[src/rtl/bade_pkg.sv]
// Constants, types and register map of the BCD adjust / decrement executor
// Functional notes
// - Compare-skip takes one, two or three cycles
// - Skipped cycles do nothing in all four phases
// - Skip next when file below working register
// - Low nibble plus six when above nine
// - High nibble adds six plus digit carry
// - Single-word operand-free decimal adjust, opcode 0007
// - Decrement file, destination bit picks target
// - Access bit picks access bank or bank
// - Extended set uses indexed offset up to 95
package bade_pkg;
   localparam int BADE_AW = 12;
   // APB register byte offsets
   localparam logic [7:0] BADE_OFF_CTRL = 8'h00;
   localparam logic [7:0] BADE_OFF_WREG = 8'h04;
   localparam logic [7:0] BADE_OFF_STAT = 8'h08;
   localparam logic [7:0] BADE_OFF_BANK = 8'h0C;
   localparam logic [7:0] BADE_OFF_IDX = 8'h10;
   localparam logic [7:0] BADE_OFF_EXEC = 8'h14;
   // Field positions
   localparam int BADE_CTRL_EXT_BIT = 0;
   localparam int BADE_STAT_C_BIT = 0;
   localparam int BADE_STAT_DCARRY_BIT = 1;
   localparam int BADE_STAT_Z_BIT = 2;
   localparam int BADE_EXEC_DISC_BIT = 0;
   localparam int BADE_EXEC_LEFT_LSB = 1;
   localparam int BADE_EXEC_CYC_LSB = 4;
   // Reset values
   localparam logic [7:0] BADE_WREG_RST = 8'h00;
   localparam logic [3:0] BADE_BANK_RST = 4'h0;
   localparam logic [BADE_AW-1:0] BADE_IDX_RST = 12'h000;
   // Opcodes
   localparam logic [6:0] BADE_OPC_CMPLT = 7'b0110_000;
   localparam logic [15:0] BADE_OPC_DEC_ADJ = 16'h0007;
   localparam logic [5:0] BADE_OPC_DEC_FILE = 6'b0000_01;
   // Arithmetic and addressing constants
   localparam logic [4:0] BADE_BCD_MAX = 5'h09;
   localparam logic [4:0] BADE_BCD_FIX = 5'h06;
   localparam logic [7:0] BADE_IDX_LIMIT = 8'h5F;
   localparam logic [3:0] BADE_ACC_HI_BANK = 4'hF;
   // Phase numbering inside one instruction cycle
   localparam logic [1:0] BADE_Q1 = 2'd0;
   localparam logic [1:0] BADE_Q2 = 2'd1;
   localparam logic [1:0] BADE_Q3 = 2'd2;
   localparam logic [1:0] BADE_Q4 = 2'd3;
   localparam int BADE_NPHASE = 4;

   typedef enum logic [1:0] {
      BADE_OP_NONE = 2'b00,
      BADE_OP_CMPLT = 2'b01,
      BADE_OP_DEC_ADJ = 2'b10,
      BADE_OP_DEC_FILE = 2'b11
   } bade_op_t;

   typedef enum logic {
      BADE_ST_RUN = 1'b0,
      BADE_ST_DISC = 1'b1
   } bade_state_t;
endpackage

[src/rtl/bade_phase.sv]
// Phase sequencer: steps through the phases of one instruction cycle
`timescale 1ns/10ps
module bade_phase #(
   parameter int NPH = 4,
   parameter int PW = 2
) (
   input wire logic pclk,
   input wire logic presetn,
   output logic [PW-1:0] phase_r
);
   logic [PW-1:0] phase_nxt;

   always_comb begin
      if (phase_r == PW'(NPH - 1)) begin
         phase_nxt = '0;
      end else begin
         phase_nxt = phase_r + PW'(1);
      end
   end

   always_ff @(posedge pclk or negedge presetn) begin
      if (!presetn) begin
         phase_r <= '0;
      end else begin
         phase_r <= phase_nxt;
      end
   end
endmodule // bade_phase

[src/rtl/bade_exec.sv]
// Executor for compare-skip-if-less, decimal adjust and decrement file
//
// Implementation choices: register access over APB and the register offsets.
`timescale 1ns/10ps
module bade_exec #(
   parameter int AW = bade_pkg::BADE_AW
) (
   input wire logic pclk,
   input wire logic presetn,
   input wire logic psel,
   input wire logic penable,
   input wire logic pwrite,
   input wire logic [7:0] paddr,
   input wire logic [31:0] pwdata,
   output logic [31:0] prdata,
   output logic pready,
   output logic pslverr,
   input wire logic instr_valid,
   input wire logic [15:0] instr,
   input wire logic next_two_word,
   output logic instr_ack,
   output logic discard_cycle,
   output logic [AW-1:0] mem_addr,
   output logic mem_re,
   output logic mem_we,
   output logic [7:0] mem_wdata,
   input wire logic [7:0] mem_rdata
);
   import bade_pkg::*;

   logic [1:0] phase;
   bade_state_t state_r, state_nxt;
   bade_op_t op_r, op_nxt;
   logic [15:0] ir_r, ir_nxt;
   logic [7:0] opnd_r, opnd_nxt;
   logic [7:0] res_r, res_nxt;
   logic skip_r, skip_nxt;
   logic two_r, two_nxt;
   logic [1:0] left_r, left_nxt;
   logic [1:0] cyc_r, cyc_nxt;
   logic [1:0] last_r, last_nxt;
   logic ext_r, ext_nxt;
   logic [7:0] wreg_r, wreg_nxt;
   logic c_r, c_nxt;
   logic dcarry_r, dcarry_nxt;
   logic z_r, z_nxt;
   logic newc_r, newc_nxt;
   logic newz_r, newz_nxt;
   logic [3:0] bank_r, bank_nxt;
   logic [AW-1:0] idx_r, idx_nxt;
   logic [31:0] prdata_nxt;
   logic pready_nxt;
   logic pslverr_nxt;
   logic ack_nxt;
   logic disc_nxt;
   logic [AW-1:0] addr_nxt;
   logic re_nxt;
   logic we_nxt;
   logic [7:0] wdata_nxt;
   logic apb_wr;
   logic mapped;
   logic [4:0] lo_sum;
   logic [4:0] hi_sum;
   logic lo_carry;

   bade_phase #(
      .NPH(BADE_NPHASE),
      .PW(2)
   ) u_phase (
      .pclk(pclk),
      .presetn(presetn),
      .phase_r(phase)
   );

   // Data memory address of the file operand
   function automatic logic [AW-1:0] file_addr(input logic [7:0] f,
         input logic a, input logic ext, input logic [3:0] bank,
         input logic [AW-1:0] idx);
      logic [AW-1:0] addr;
      addr = AW'({bank, f});
      if (a) begin
         addr = AW'({bank, f});
      end else if (ext && f <= BADE_IDX_LIMIT) begin
         addr = idx + AW'(f);
      end else if (f <= BADE_IDX_LIMIT) begin
         addr = AW'(f);
      end else begin
         addr = AW'({BADE_ACC_HI_BANK, f});
      end
      return addr;
   endfunction

   assign mapped = (paddr == BADE_OFF_CTRL) || (paddr == BADE_OFF_WREG) ||
                   (paddr == BADE_OFF_STAT) || (paddr == BADE_OFF_BANK) ||
                   (paddr == BADE_OFF_IDX) || (paddr == BADE_OFF_EXEC);
   assign apb_wr = psel && penable && pready && pwrite && mapped;

   // Decimal adjust arithmetic; the low correction carry feeds the high digit
   always_comb begin
      lo_sum = {1'b0, wreg_r[3:0]};
      if (lo_sum > BADE_BCD_MAX || dcarry_r) begin
         lo_sum = lo_sum + BADE_BCD_FIX;
      end
      lo_carry = lo_sum[4];
      hi_sum = {1'b0, wreg_r[7:4]} + {4'h0, lo_carry};
      if (hi_sum > BADE_BCD_MAX || c_r) begin
         hi_sum = hi_sum + BADE_BCD_FIX;
      end
   end

   always_comb begin
      state_nxt = state_r;
      op_nxt = op_r;
      ir_nxt = ir_r;
      opnd_nxt = opnd_r;
      res_nxt = res_r;
      skip_nxt = skip_r;
      two_nxt = two_r;
      left_nxt = left_r;
      cyc_nxt = cyc_r;
      last_nxt = last_r;
      ext_nxt = ext_r;
      wreg_nxt = wreg_r;
      c_nxt = c_r;
      dcarry_nxt = dcarry_r;
      z_nxt = z_r;
      newc_nxt = newc_r;
      newz_nxt = newz_r;
      bank_nxt = bank_r;
      idx_nxt = idx_r;
      ack_nxt = 1'b0;
      disc_nxt = discard_cycle;
      addr_nxt = mem_addr;
      re_nxt = 1'b0;
      we_nxt = 1'b0;
      wdata_nxt = mem_wdata;
      prdata_nxt = prdata;
      pready_nxt = psel && !penable && !pready;
      pslverr_nxt = psel && !penable && !pready && !mapped;

      // Read data is captured in the setup cycle and held for the access
      if (psel && !penable) begin
         case (paddr)
            BADE_OFF_CTRL: prdata_nxt = 32'(ext_r);
            BADE_OFF_WREG: prdata_nxt = 32'(wreg_r);
            BADE_OFF_STAT: prdata_nxt = 32'({z_r, dcarry_r, c_r});
            BADE_OFF_BANK: prdata_nxt = 32'(bank_r);
            BADE_OFF_IDX: prdata_nxt = 32'(idx_r);
            BADE_OFF_EXEC: prdata_nxt = 32'({last_r, 1'b0, left_r,
                                              state_r == BADE_ST_DISC});
            default: prdata_nxt = 32'h0000_0000;
         endcase
      end
      if (apb_wr) begin
         case (paddr)
            BADE_OFF_CTRL: ext_nxt = pwdata[BADE_CTRL_EXT_BIT];
            BADE_OFF_WREG: wreg_nxt = pwdata[7:0];
            BADE_OFF_STAT: begin
               c_nxt = pwdata[BADE_STAT_C_BIT];
               dcarry_nxt = pwdata[BADE_STAT_DCARRY_BIT];
               z_nxt = pwdata[BADE_STAT_Z_BIT];
            end
            BADE_OFF_BANK: bank_nxt = pwdata[3:0];
            BADE_OFF_IDX: idx_nxt = pwdata[AW-1:0];
            default: ;
         endcase
      end

      // Execution overrides a same-cycle software write of W or status
      case (phase)
         BADE_Q1: begin
            op_nxt = BADE_OP_NONE;
            if (instr_valid) begin
               ack_nxt = 1'b1;
               ir_nxt = instr;
            end
            if (instr_valid && state_r == BADE_ST_RUN) begin
               cyc_nxt = 2'd1;
               if (instr[15:9] == BADE_OPC_CMPLT) begin
                  op_nxt = BADE_OP_CMPLT;
               end else if (instr == BADE_OPC_DEC_ADJ) begin
                  op_nxt = BADE_OP_DEC_ADJ;
               end else if (instr[15:10] == BADE_OPC_DEC_FILE) begin
                  op_nxt = BADE_OP_DEC_FILE;
               end
               if (instr[15:9] == BADE_OPC_CMPLT ||
                   instr[15:10] == BADE_OPC_DEC_FILE) begin
                  addr_nxt = file_addr(instr[7:0], instr[8], ext_r, bank_r,
                                       idx_r);
                  re_nxt = 1'b1;
               end
            end
         end
         BADE_Q2: begin
            if (op_r == BADE_OP_CMPLT || op_r == BADE_OP_DEC_FILE) begin
               opnd_nxt = mem_rdata;
            end else if (op_r == BADE_OP_DEC_ADJ) begin
               opnd_nxt = wreg_r;
            end
         end
         BADE_Q3: begin
            skip_nxt = 1'b0;
            two_nxt = next_two_word;
            case (op_r)
               BADE_OP_CMPLT: skip_nxt = opnd_r < wreg_r;
               BADE_OP_DEC_ADJ: begin
                  res_nxt = {hi_sum[3:0], lo_sum[3:0]};
                  newc_nxt = hi_sum[4] || c_r;
               end
               BADE_OP_DEC_FILE: begin
                  res_nxt = opnd_r - 8'h01;
                  newz_nxt = (opnd_r == 8'h01);
                  if (ir_r[9]) begin
                     we_nxt = 1'b1;
                     wdata_nxt = opnd_r - 8'h01;
                  end
               end
               default: ;
            endcase
         end
         BADE_Q4: begin
            case (op_r)
               BADE_OP_DEC_ADJ: begin
                  wreg_nxt = res_r;
                  c_nxt = newc_r;
               end
               BADE_OP_DEC_FILE: begin
                  z_nxt = newz_r;
                  if (!ir_r[9]) begin
                     wreg_nxt = res_r;
                  end
               end
               default: ;
            endcase
            if (state_r == BADE_ST_RUN) begin
               if (op_r == BADE_OP_CMPLT && skip_r) begin
                  state_nxt = BADE_ST_DISC;
                  left_nxt = two_r ? 2'd2 : 2'd1;
                  disc_nxt = 1'b1;
               end else if (op_r != BADE_OP_NONE) begin
                  last_nxt = cyc_r;
               end
            end else begin
               cyc_nxt = cyc_r + 2'd1;
               left_nxt = left_r - 2'd1;
               if (left_r == 2'd1) begin
                  state_nxt = BADE_ST_RUN;
                  disc_nxt = 1'b0;
                  last_nxt = cyc_r + 2'd1;
               end
            end
         end
         default: ;
      endcase
      // Discarded cycles never reach memory or W: all four phases idle
      if (state_r == BADE_ST_DISC) begin
         op_nxt = BADE_OP_NONE;
         re_nxt = 1'b0;
         we_nxt = 1'b0;
      end
   end

   always_ff @(posedge pclk or negedge presetn) begin
      if (!presetn) begin
         state_r <= BADE_ST_RUN;
         op_r <= BADE_OP_NONE;
         ir_r <= 16'h0000;
         opnd_r <= 8'h00;
         res_r <= 8'h00;
         skip_r <= 1'b0;
         two_r <= 1'b0;
         left_r <= 2'd0;
         cyc_r <= 2'd0;
         last_r <= 2'd0;
         ext_r <= 1'b0;
         wreg_r <= BADE_WREG_RST;
         c_r <= 1'b0;
         dcarry_r <= 1'b0;
         z_r <= 1'b0;
         newc_r <= 1'b0;
         newz_r <= 1'b0;
         bank_r <= BADE_BANK_RST;
         idx_r <= BADE_IDX_RST;
         prdata <= 32'h0000_0000;
         pready <= 1'b0;
         pslverr <= 1'b0;
         instr_ack <= 1'b0;
         discard_cycle <= 1'b0;
         mem_addr <= '0;
         mem_re <= 1'b0;
         mem_we <= 1'b0;
         mem_wdata <= 8'h00;
      end else begin
         state_r <= state_nxt;
         op_r <= op_nxt;
         ir_r <= ir_nxt;
         opnd_r <= opnd_nxt;
         res_r <= res_nxt;
         skip_r <= skip_nxt;
         two_r <= two_nxt;
         left_r <= left_nxt;
         cyc_r <= cyc_nxt;
         last_r <= last_nxt;
         ext_r <= ext_nxt;
         wreg_r <= wreg_nxt;
         c_r <= c_nxt;
         dcarry_r <= dcarry_nxt;
         z_r <= z_nxt;
         newc_r <= newc_nxt;
         newz_r <= newz_nxt;
         bank_r <= bank_nxt;
         idx_r <= idx_nxt;
         prdata <= prdata_nxt;
         pready <= pready_nxt;
         pslverr <= pslverr_nxt;
         instr_ack <= ack_nxt;
         discard_cycle <= disc_nxt;
         mem_addr <= addr_nxt;
         mem_re <= re_nxt;
         mem_we <= we_nxt;
         mem_wdata <= wdata_nxt;
      end
   end
endmodule // bade_exec

[config.mk]
export PLATFORM = sky130hd
export DESIGN_NAME = bade_exec
export DESIGN_NICKNAME = d
export VERILOG_FILES = /design/src/rtl/bade_pkg.sv /design/src/rtl/bade_phase.sv /design/src/rtl/bade_exec.sv
export SDC_FILE = /design/constraint.sdc
export NUM_CORES = 1
export LEC_CHECK = 0
export BUFFER_PORTS_ARGS = -buffer_cell sky130_fd_sc_hd__clkbuf_2
export CORE_UTILIZATION = 42
export CTS_BUF_LIST = sky130_fd_sc_hd__clkbuf_4 sky130_fd_sc_hd__clkbuf_8
export DETAILED_ROUTE_END_ITERATION = 10
export HOLD_SLACK_MARGIN = 0.03
export PLACE_DENSITY = 0.64
export SYNTH_ARGS = -nofsm -noshare
export SYNTH_HDL_FRONTEND = slang
export SYNTH_HIERARCHICAL = 1
export SYNTH_SLANG_ARGS = --single-unit
[constraint.sdc]
create_clock -name pclk -period 3.09 [get_ports pclk]
set_input_delay 0.927 -clock pclk [delete_from_list [all_inputs] [get_ports pclk]]
set_output_delay 0.927 -clock pclk [all_outputs]
set_load 0.01 [all_outputs]
# --- Yosys cells after proc, flatten, opt, wreduce, memory -nomap -nowiden ---
# Cells that the tools add are included.
classes:
  mux: 56
  magnitude_cmp: 4
  addsub: 8
  n_reduce_logical: 47
  n_eq_ne: 20
  bitwise_logic: 1
op_table:
  columns: ["op", "count"]
  rows:
  - ["one-hot mux 12 bit (6 select lines)", 1]
  - ["2-to-1 mux 8 bit", 6]
  - ["2-to-1 mux 12 bit", 3]
  - ["2-to-1 mux 2 bit", 16]
  - ["one-hot mux 8 bit (2 select lines)", 2]
  - ["2-to-1 mux 1 bit", 25]
  - ["AND reduction 2 bit", 10]
  - ["equality test 16 x 3 -> 1 bit, second input constant", 1]
  - ["equality test 8 x 4 -> 1 bit, second input constant", 2]
  - ["equality test 8 x 5 -> 1 bit, second input constant", 2]
  - ["nonzero test 2 bit", 7]
  - ["adder 12 x 8 -> 12 bit", 1]
  - ["AND reduction 3 bit", 4]
  - ["logical AND 1 bit", 10]
  - ["logical OR 1 bit", 10]
  - ["2-to-1 mux 5 bit", 2]
  - ["equality test 2 bit, second input constant", 4]
  - ["equality test 8 x 1 -> 1 bit, second input constant", 1]
  - ["equality test 8 x 3 -> 1 bit, second input constant", 1]
  - ["<= comparator 8 x 7 -> 1 bit, second input constant", 1]
  - ["logical NOT 8 bit", 1]
  - ["< comparator 8 bit", 1]
  - ["subtractor 8 x 1 -> 8 bit, second input constant", 1]
  - ["equality test 7 x 6 -> 1 bit, second input constant", 1]
  - ["other kinds (16)", 23]
word_totals:
  reg_bits: 127
  out_inout_bits: 58

# --- Logic depth before layout (Yosys ltp) ---
depth:
  ltp_word: 11
  mapped_depth: 9

# --- Modules after synthesis ---
# The synthesis kept the hierarchy.
by_module_without_submodules:
  columns: ["mod", "instances", "cells_each", "seq_area_each_um2", "area_each_um2"]
  rows:
  - ["bade_exec", 1, 626, 2402.3, 5855.6]
  - ["bade_phase", 1, 4, 50.0, 66.3]

# --- Worst setup path before layout ---
# Ideal clock, no wire load.
synth_timing:
  kind: "input to register"
  startpoint: "input port instr[0]"
  endpoint: "register mem_addr[10]"
  setup_ns: 0.069
  slack_ns: 0.480
  required_time_ns: 3.021
  path_buffers: 0
  stages: 8
  arrival_ns: 2.541
  path_cell_list: "ha_1 > inv_1 > fa_1 > nor2b_1 > o21ai_0 > a211o_1 > a2111o_1 > nand3_1"
synth_between:
  elab_chain_cells: 4
  elab_cells_between_ends: 6
  cone_classes: "add/sub (1); order compare (1); mux (3); reduce/logical (1)"
synth_lines:
  columns: ["item", "line", "rtl"]
  rows:
  - ["start, declared", "bade_exec.sv:19", "input wire logic [15:0] instr,"]
  - ["<= comparator 8 x 7 -> 1 bit", "bade_exec.sv:83, bade_exec.sv:85", null]
  - ["2-to-1 mux 12 bit or logical AND 1 bit (tied branches)", "bade_exec.sv:85, bade_exec.sv:83", null]
  - ["2-to-1 mux 12 bit *", "bade_exec.sv:83", "end else if (ext && f <= BADE_IDX_LIMIT) begin"]
  - ["2-to-1 mux 12 bit *", "bade_exec.sv:81", "if (a) begin"]
  - ["end signal, assigned", "bade_exec.sv:318", "mem_addr <= addr_nxt;"]
  - ["end, declared", "bade_exec.sv:23", "output logic [AW-1:0] mem_addr,"]
# Every way passes the cells marked *; elsewhere a longest branch is shown, timed or not.
# A chain may end at the register's enable or synchronous reset.

# --- Worst setup path after layout ---
# Ends and elaborated chain as after synthesis.

==> impl_results.md <==
* Initial antenna violation count at 0
* Core Area at 13830 um2
* Cell area after synthesis at 5922 um2
* Status: complete, no violations
* Area growth syn-to-layout at 11.07%
* Seq/Total Area, Yosys at 41.41%
* TNS Setup at 0 ps
* WL/cell at 16.07 um
* Max-slew headroom at 37.67%
* Worst Path Max Fanout at 5
* FP Rows at 43
* Post-synth EDFFs at 0
* Global route overflow at 0
* Leakage at 3.151 nW
* Seq cells post-synth at 98
* YS warnings at 6
* Critical path arrival at 2910 ps
* Maximum vdd drop at 0.1821 mV
* Port buffer count at 88
* Final worst-path cycle share at 83.52%
* DR vias at 4871
* Fin. max-slew vios at 0
* HPWL after DPL at 10.96 mm
* I/O pin count at 129
* Ratio of cells with drive above 1 in the final layout at 21.67%
* Via density at 5.498
* Num CTS Buffers at 9
* WL final at 14.24 mm
* Layout Skew at 14.38 ps
* TritonCTS clock tree: built
* GR Util All Layers at 20.42%
* Setup bufs post-CTS at 0
* Critical Path RT at 3420 ps
* Multi-input gate area at 3113 um2
* Initial Util at 42.83%
* Finished Cell Area at 6578 um2
* Die Y-Extent at 120.7 um
* Worst Hold Class: reg2reg
* Final Hold Fails at 0
* DRC at 0
* Pwr per Cell Area at 385.6 nW/um2
* Final ANT Viol Nets at 0
* Finish-stage setup viols at 0
* Tmin final at 2581 ps
* Crit path capture type: flop
* Max cap viols at 0
* Net count reported at finish at 796
* DIE WIDTH at 120.7 um
* Main flop type after synthesis: dfrtp_1
* Post-CTS Resized at 0
* Reg area at 2452 um2
* H-tree levels at 3
* Pin count of the biggest net entering global routing at 62
* Ys async rst share at 100.0%
* Full die area at 14580 um2
* # fillers at 1299
* Yosys cell types at 72
* RSZ-0062 raised after global routing: no
* Maximum clock rate at 387.5 MHz
* Hold_buf cts at 0
* Root buf cell: clkbuf_8
* Actual transition at the worst max-transition pin at 930.8 ps
* Latest clock arrival within the worst-skew pair at 390 ps
* Syn avg cell area at 9.400 um2
* Sinks on Clock Net at 98
* Post-Syn Instances at 630
* Placer Congestion at 0.8813
* Drt pass-1 iters at 4
* CTS clk-pin slew, worst paths at 100 ps
* Area post-placement at 6389 um2
* Setup Crit Path Kind: in2reg
* Antenna Cells at 0
* Iteration-0 DRC Markers at 281
* Vias in the first global route at 4623
* Startpoint types: input port
* Global-route wire length before repair at 23.29 mm
* Clock Tree Buf Depth at 2
-- routing by layer --
metal	track usage, %	vias up	wire length, um
li1	-	2364	-
met1	27.94	2357	6799
met2	32.61	128	6580
met3	3.349	22	580
met4	7.253	0	274
met5	0	-	0
-- placed cells by master, fill, tap and decap left out, types with 14 or more instances in the layout --
cell type and n:
dfrtp_1 98, clkbuf_2 87, nand2_1 65, nor2_1 53
o21ai_0 47, a21oi_1 39, mux2_2 26, inv_1 24
ha_1 23, mux2i_1 21, conb_1 20, nand3_1 18
nor3_1 14
-- path summary, 6_finish.rpt --
kind	to	startpoint	cells after the start	slack [ps]
max in group asynchronous	idx_r[5]	presetn	2	1890
worst min-delay path	pready	pready	1	460
worst max-delay path	mem_addr[10]	instr[0]	9	510
worst min register to register	pready	pready	1	460
worst max register to register	res_r[5]	wreg_r[3]	8	550
min in group asynchronous	mem_addr[10]	presetn	1	500
-- area by class of cell --
class                      count  area share (%)
clock buffer                  10           1.997
clock inverter                 6          0.8750
inverter                      24           1.370
multi-input combinational    473           47.33
sequential                    98           37.28
tap                          180           3.424
timing repair buffer          95           7.723
-- worst max-delay path, cell delays in order --
cell and delay [ps]:
clkbuf_2 110, ha_1 160, inv_1 50, fa_1 360
nor2b_1 210, o21ai_0 260, a211o_1 370, a2111o_1 360
nand3_1 80
-- logic make-up after synthesis --
group	after synthesis	synth area share [%]
flip-flops	98	41.41
multiplexers	48	8.747
buffers and inverters	78	7.226
XOR/XNOR	14	2.071
AO/OA/AOI/OAI	159	16.97
adder cells (fa/ha/maj)	24	5.198
other	1	0.06332
AND/OR/NAND/NOR	208	18.32
-- power by group --
part | switching, mW | internal (mW)
Combinational | 0.203 | 0.139
Clock | 0.461 | 0.378
Sequential | 0.0389 | 1.32
-- through the flow --
step | setup slack [ps] | utilization [%] | cells | hold WS, ps | power, mW
2_1_floorplan | 480.2 | - | 649 | 438.6 | 1.606
3_3_place_gp | 214.3 | 46.20 | 870 | 452.8 | 1.709
3_5_place_dp | 153.8 | 46.20 | 870 | 454.9 | 1.722
4_1_cts | 564.2 | 47.57 | 886 | 466.5 | 2.554
5_1_grt | 346.8 | 47.57 | 886 | 511.2 | 2.656
6_report | 509.4 | 47.57 | 886 | 461.1 | 2.536
-- Yosys cell counts, types with 4 or more instances --
| library cell | instances | area share (%) |
|---|---|---|
| a221oi_1 | 4 | 0.59 |
| a21oi_1 | 39 | 3.3 |
| a211oi_1 | 4 | 0.51 |
| nor2b_1 | 6 | 0.63 |
| nand3_1 | 18 | 1.5 |
| xor2_1 | 7 | 1.0 |
| mux2i_1 | 21 | 3.5 |
| o21ai_0 | 47 | 4.0 |
| o31ai_1 | 4 | 0.51 |
| nand2b_1 | 6 | 0.63 |
| a22oi_1 | 8 | 1.0 |
| buf_6 | 7 | 1.3 |
| nor3_1 | 14 | 1.2 |
| nand2_1 | 65 | 4.1 |
| o21a_1 | 4 | 0.51 |
| clkbuf_1 | 19 | 1.2 |
| buf_4 | 20 | 2.5 |
| o22ai_1 | 4 | 0.42 |
| a22o_1 | 6 | 0.89 |
| a31oi_1 | 9 | 0.95 |
| xnor2_1 | 7 | 1.0 |
| nor2_1 | 53 | 3.4 |
| inv_1 | 24 | 1.5 |
| and3_1 | 7 | 0.74 |
| buf_2 | 6 | 0.51 |
| a21o_1 | 6 | 0.76 |
| mux2_2 | 26 | 4.9 |
| and2_1 | 8 | 0.85 |
| dfrtp_1 | 98 | 41 |
| ha_1 | 23 | 4.9 |
-- flip-flops by register name (all words and copies together), names as in the netlist, 2 cells and up --
signal and cells:
res_r 8, u_phase/phase_r 2, mem_wdata 8, last_r 2, mem_addr 12, bank_r 4, op_r 2, idx_r 12
opnd_r 8, cyc_r 2, wreg_r 8, prdata 12, left_r 2
Note: power is estimated with default switching activity, not from simulation.
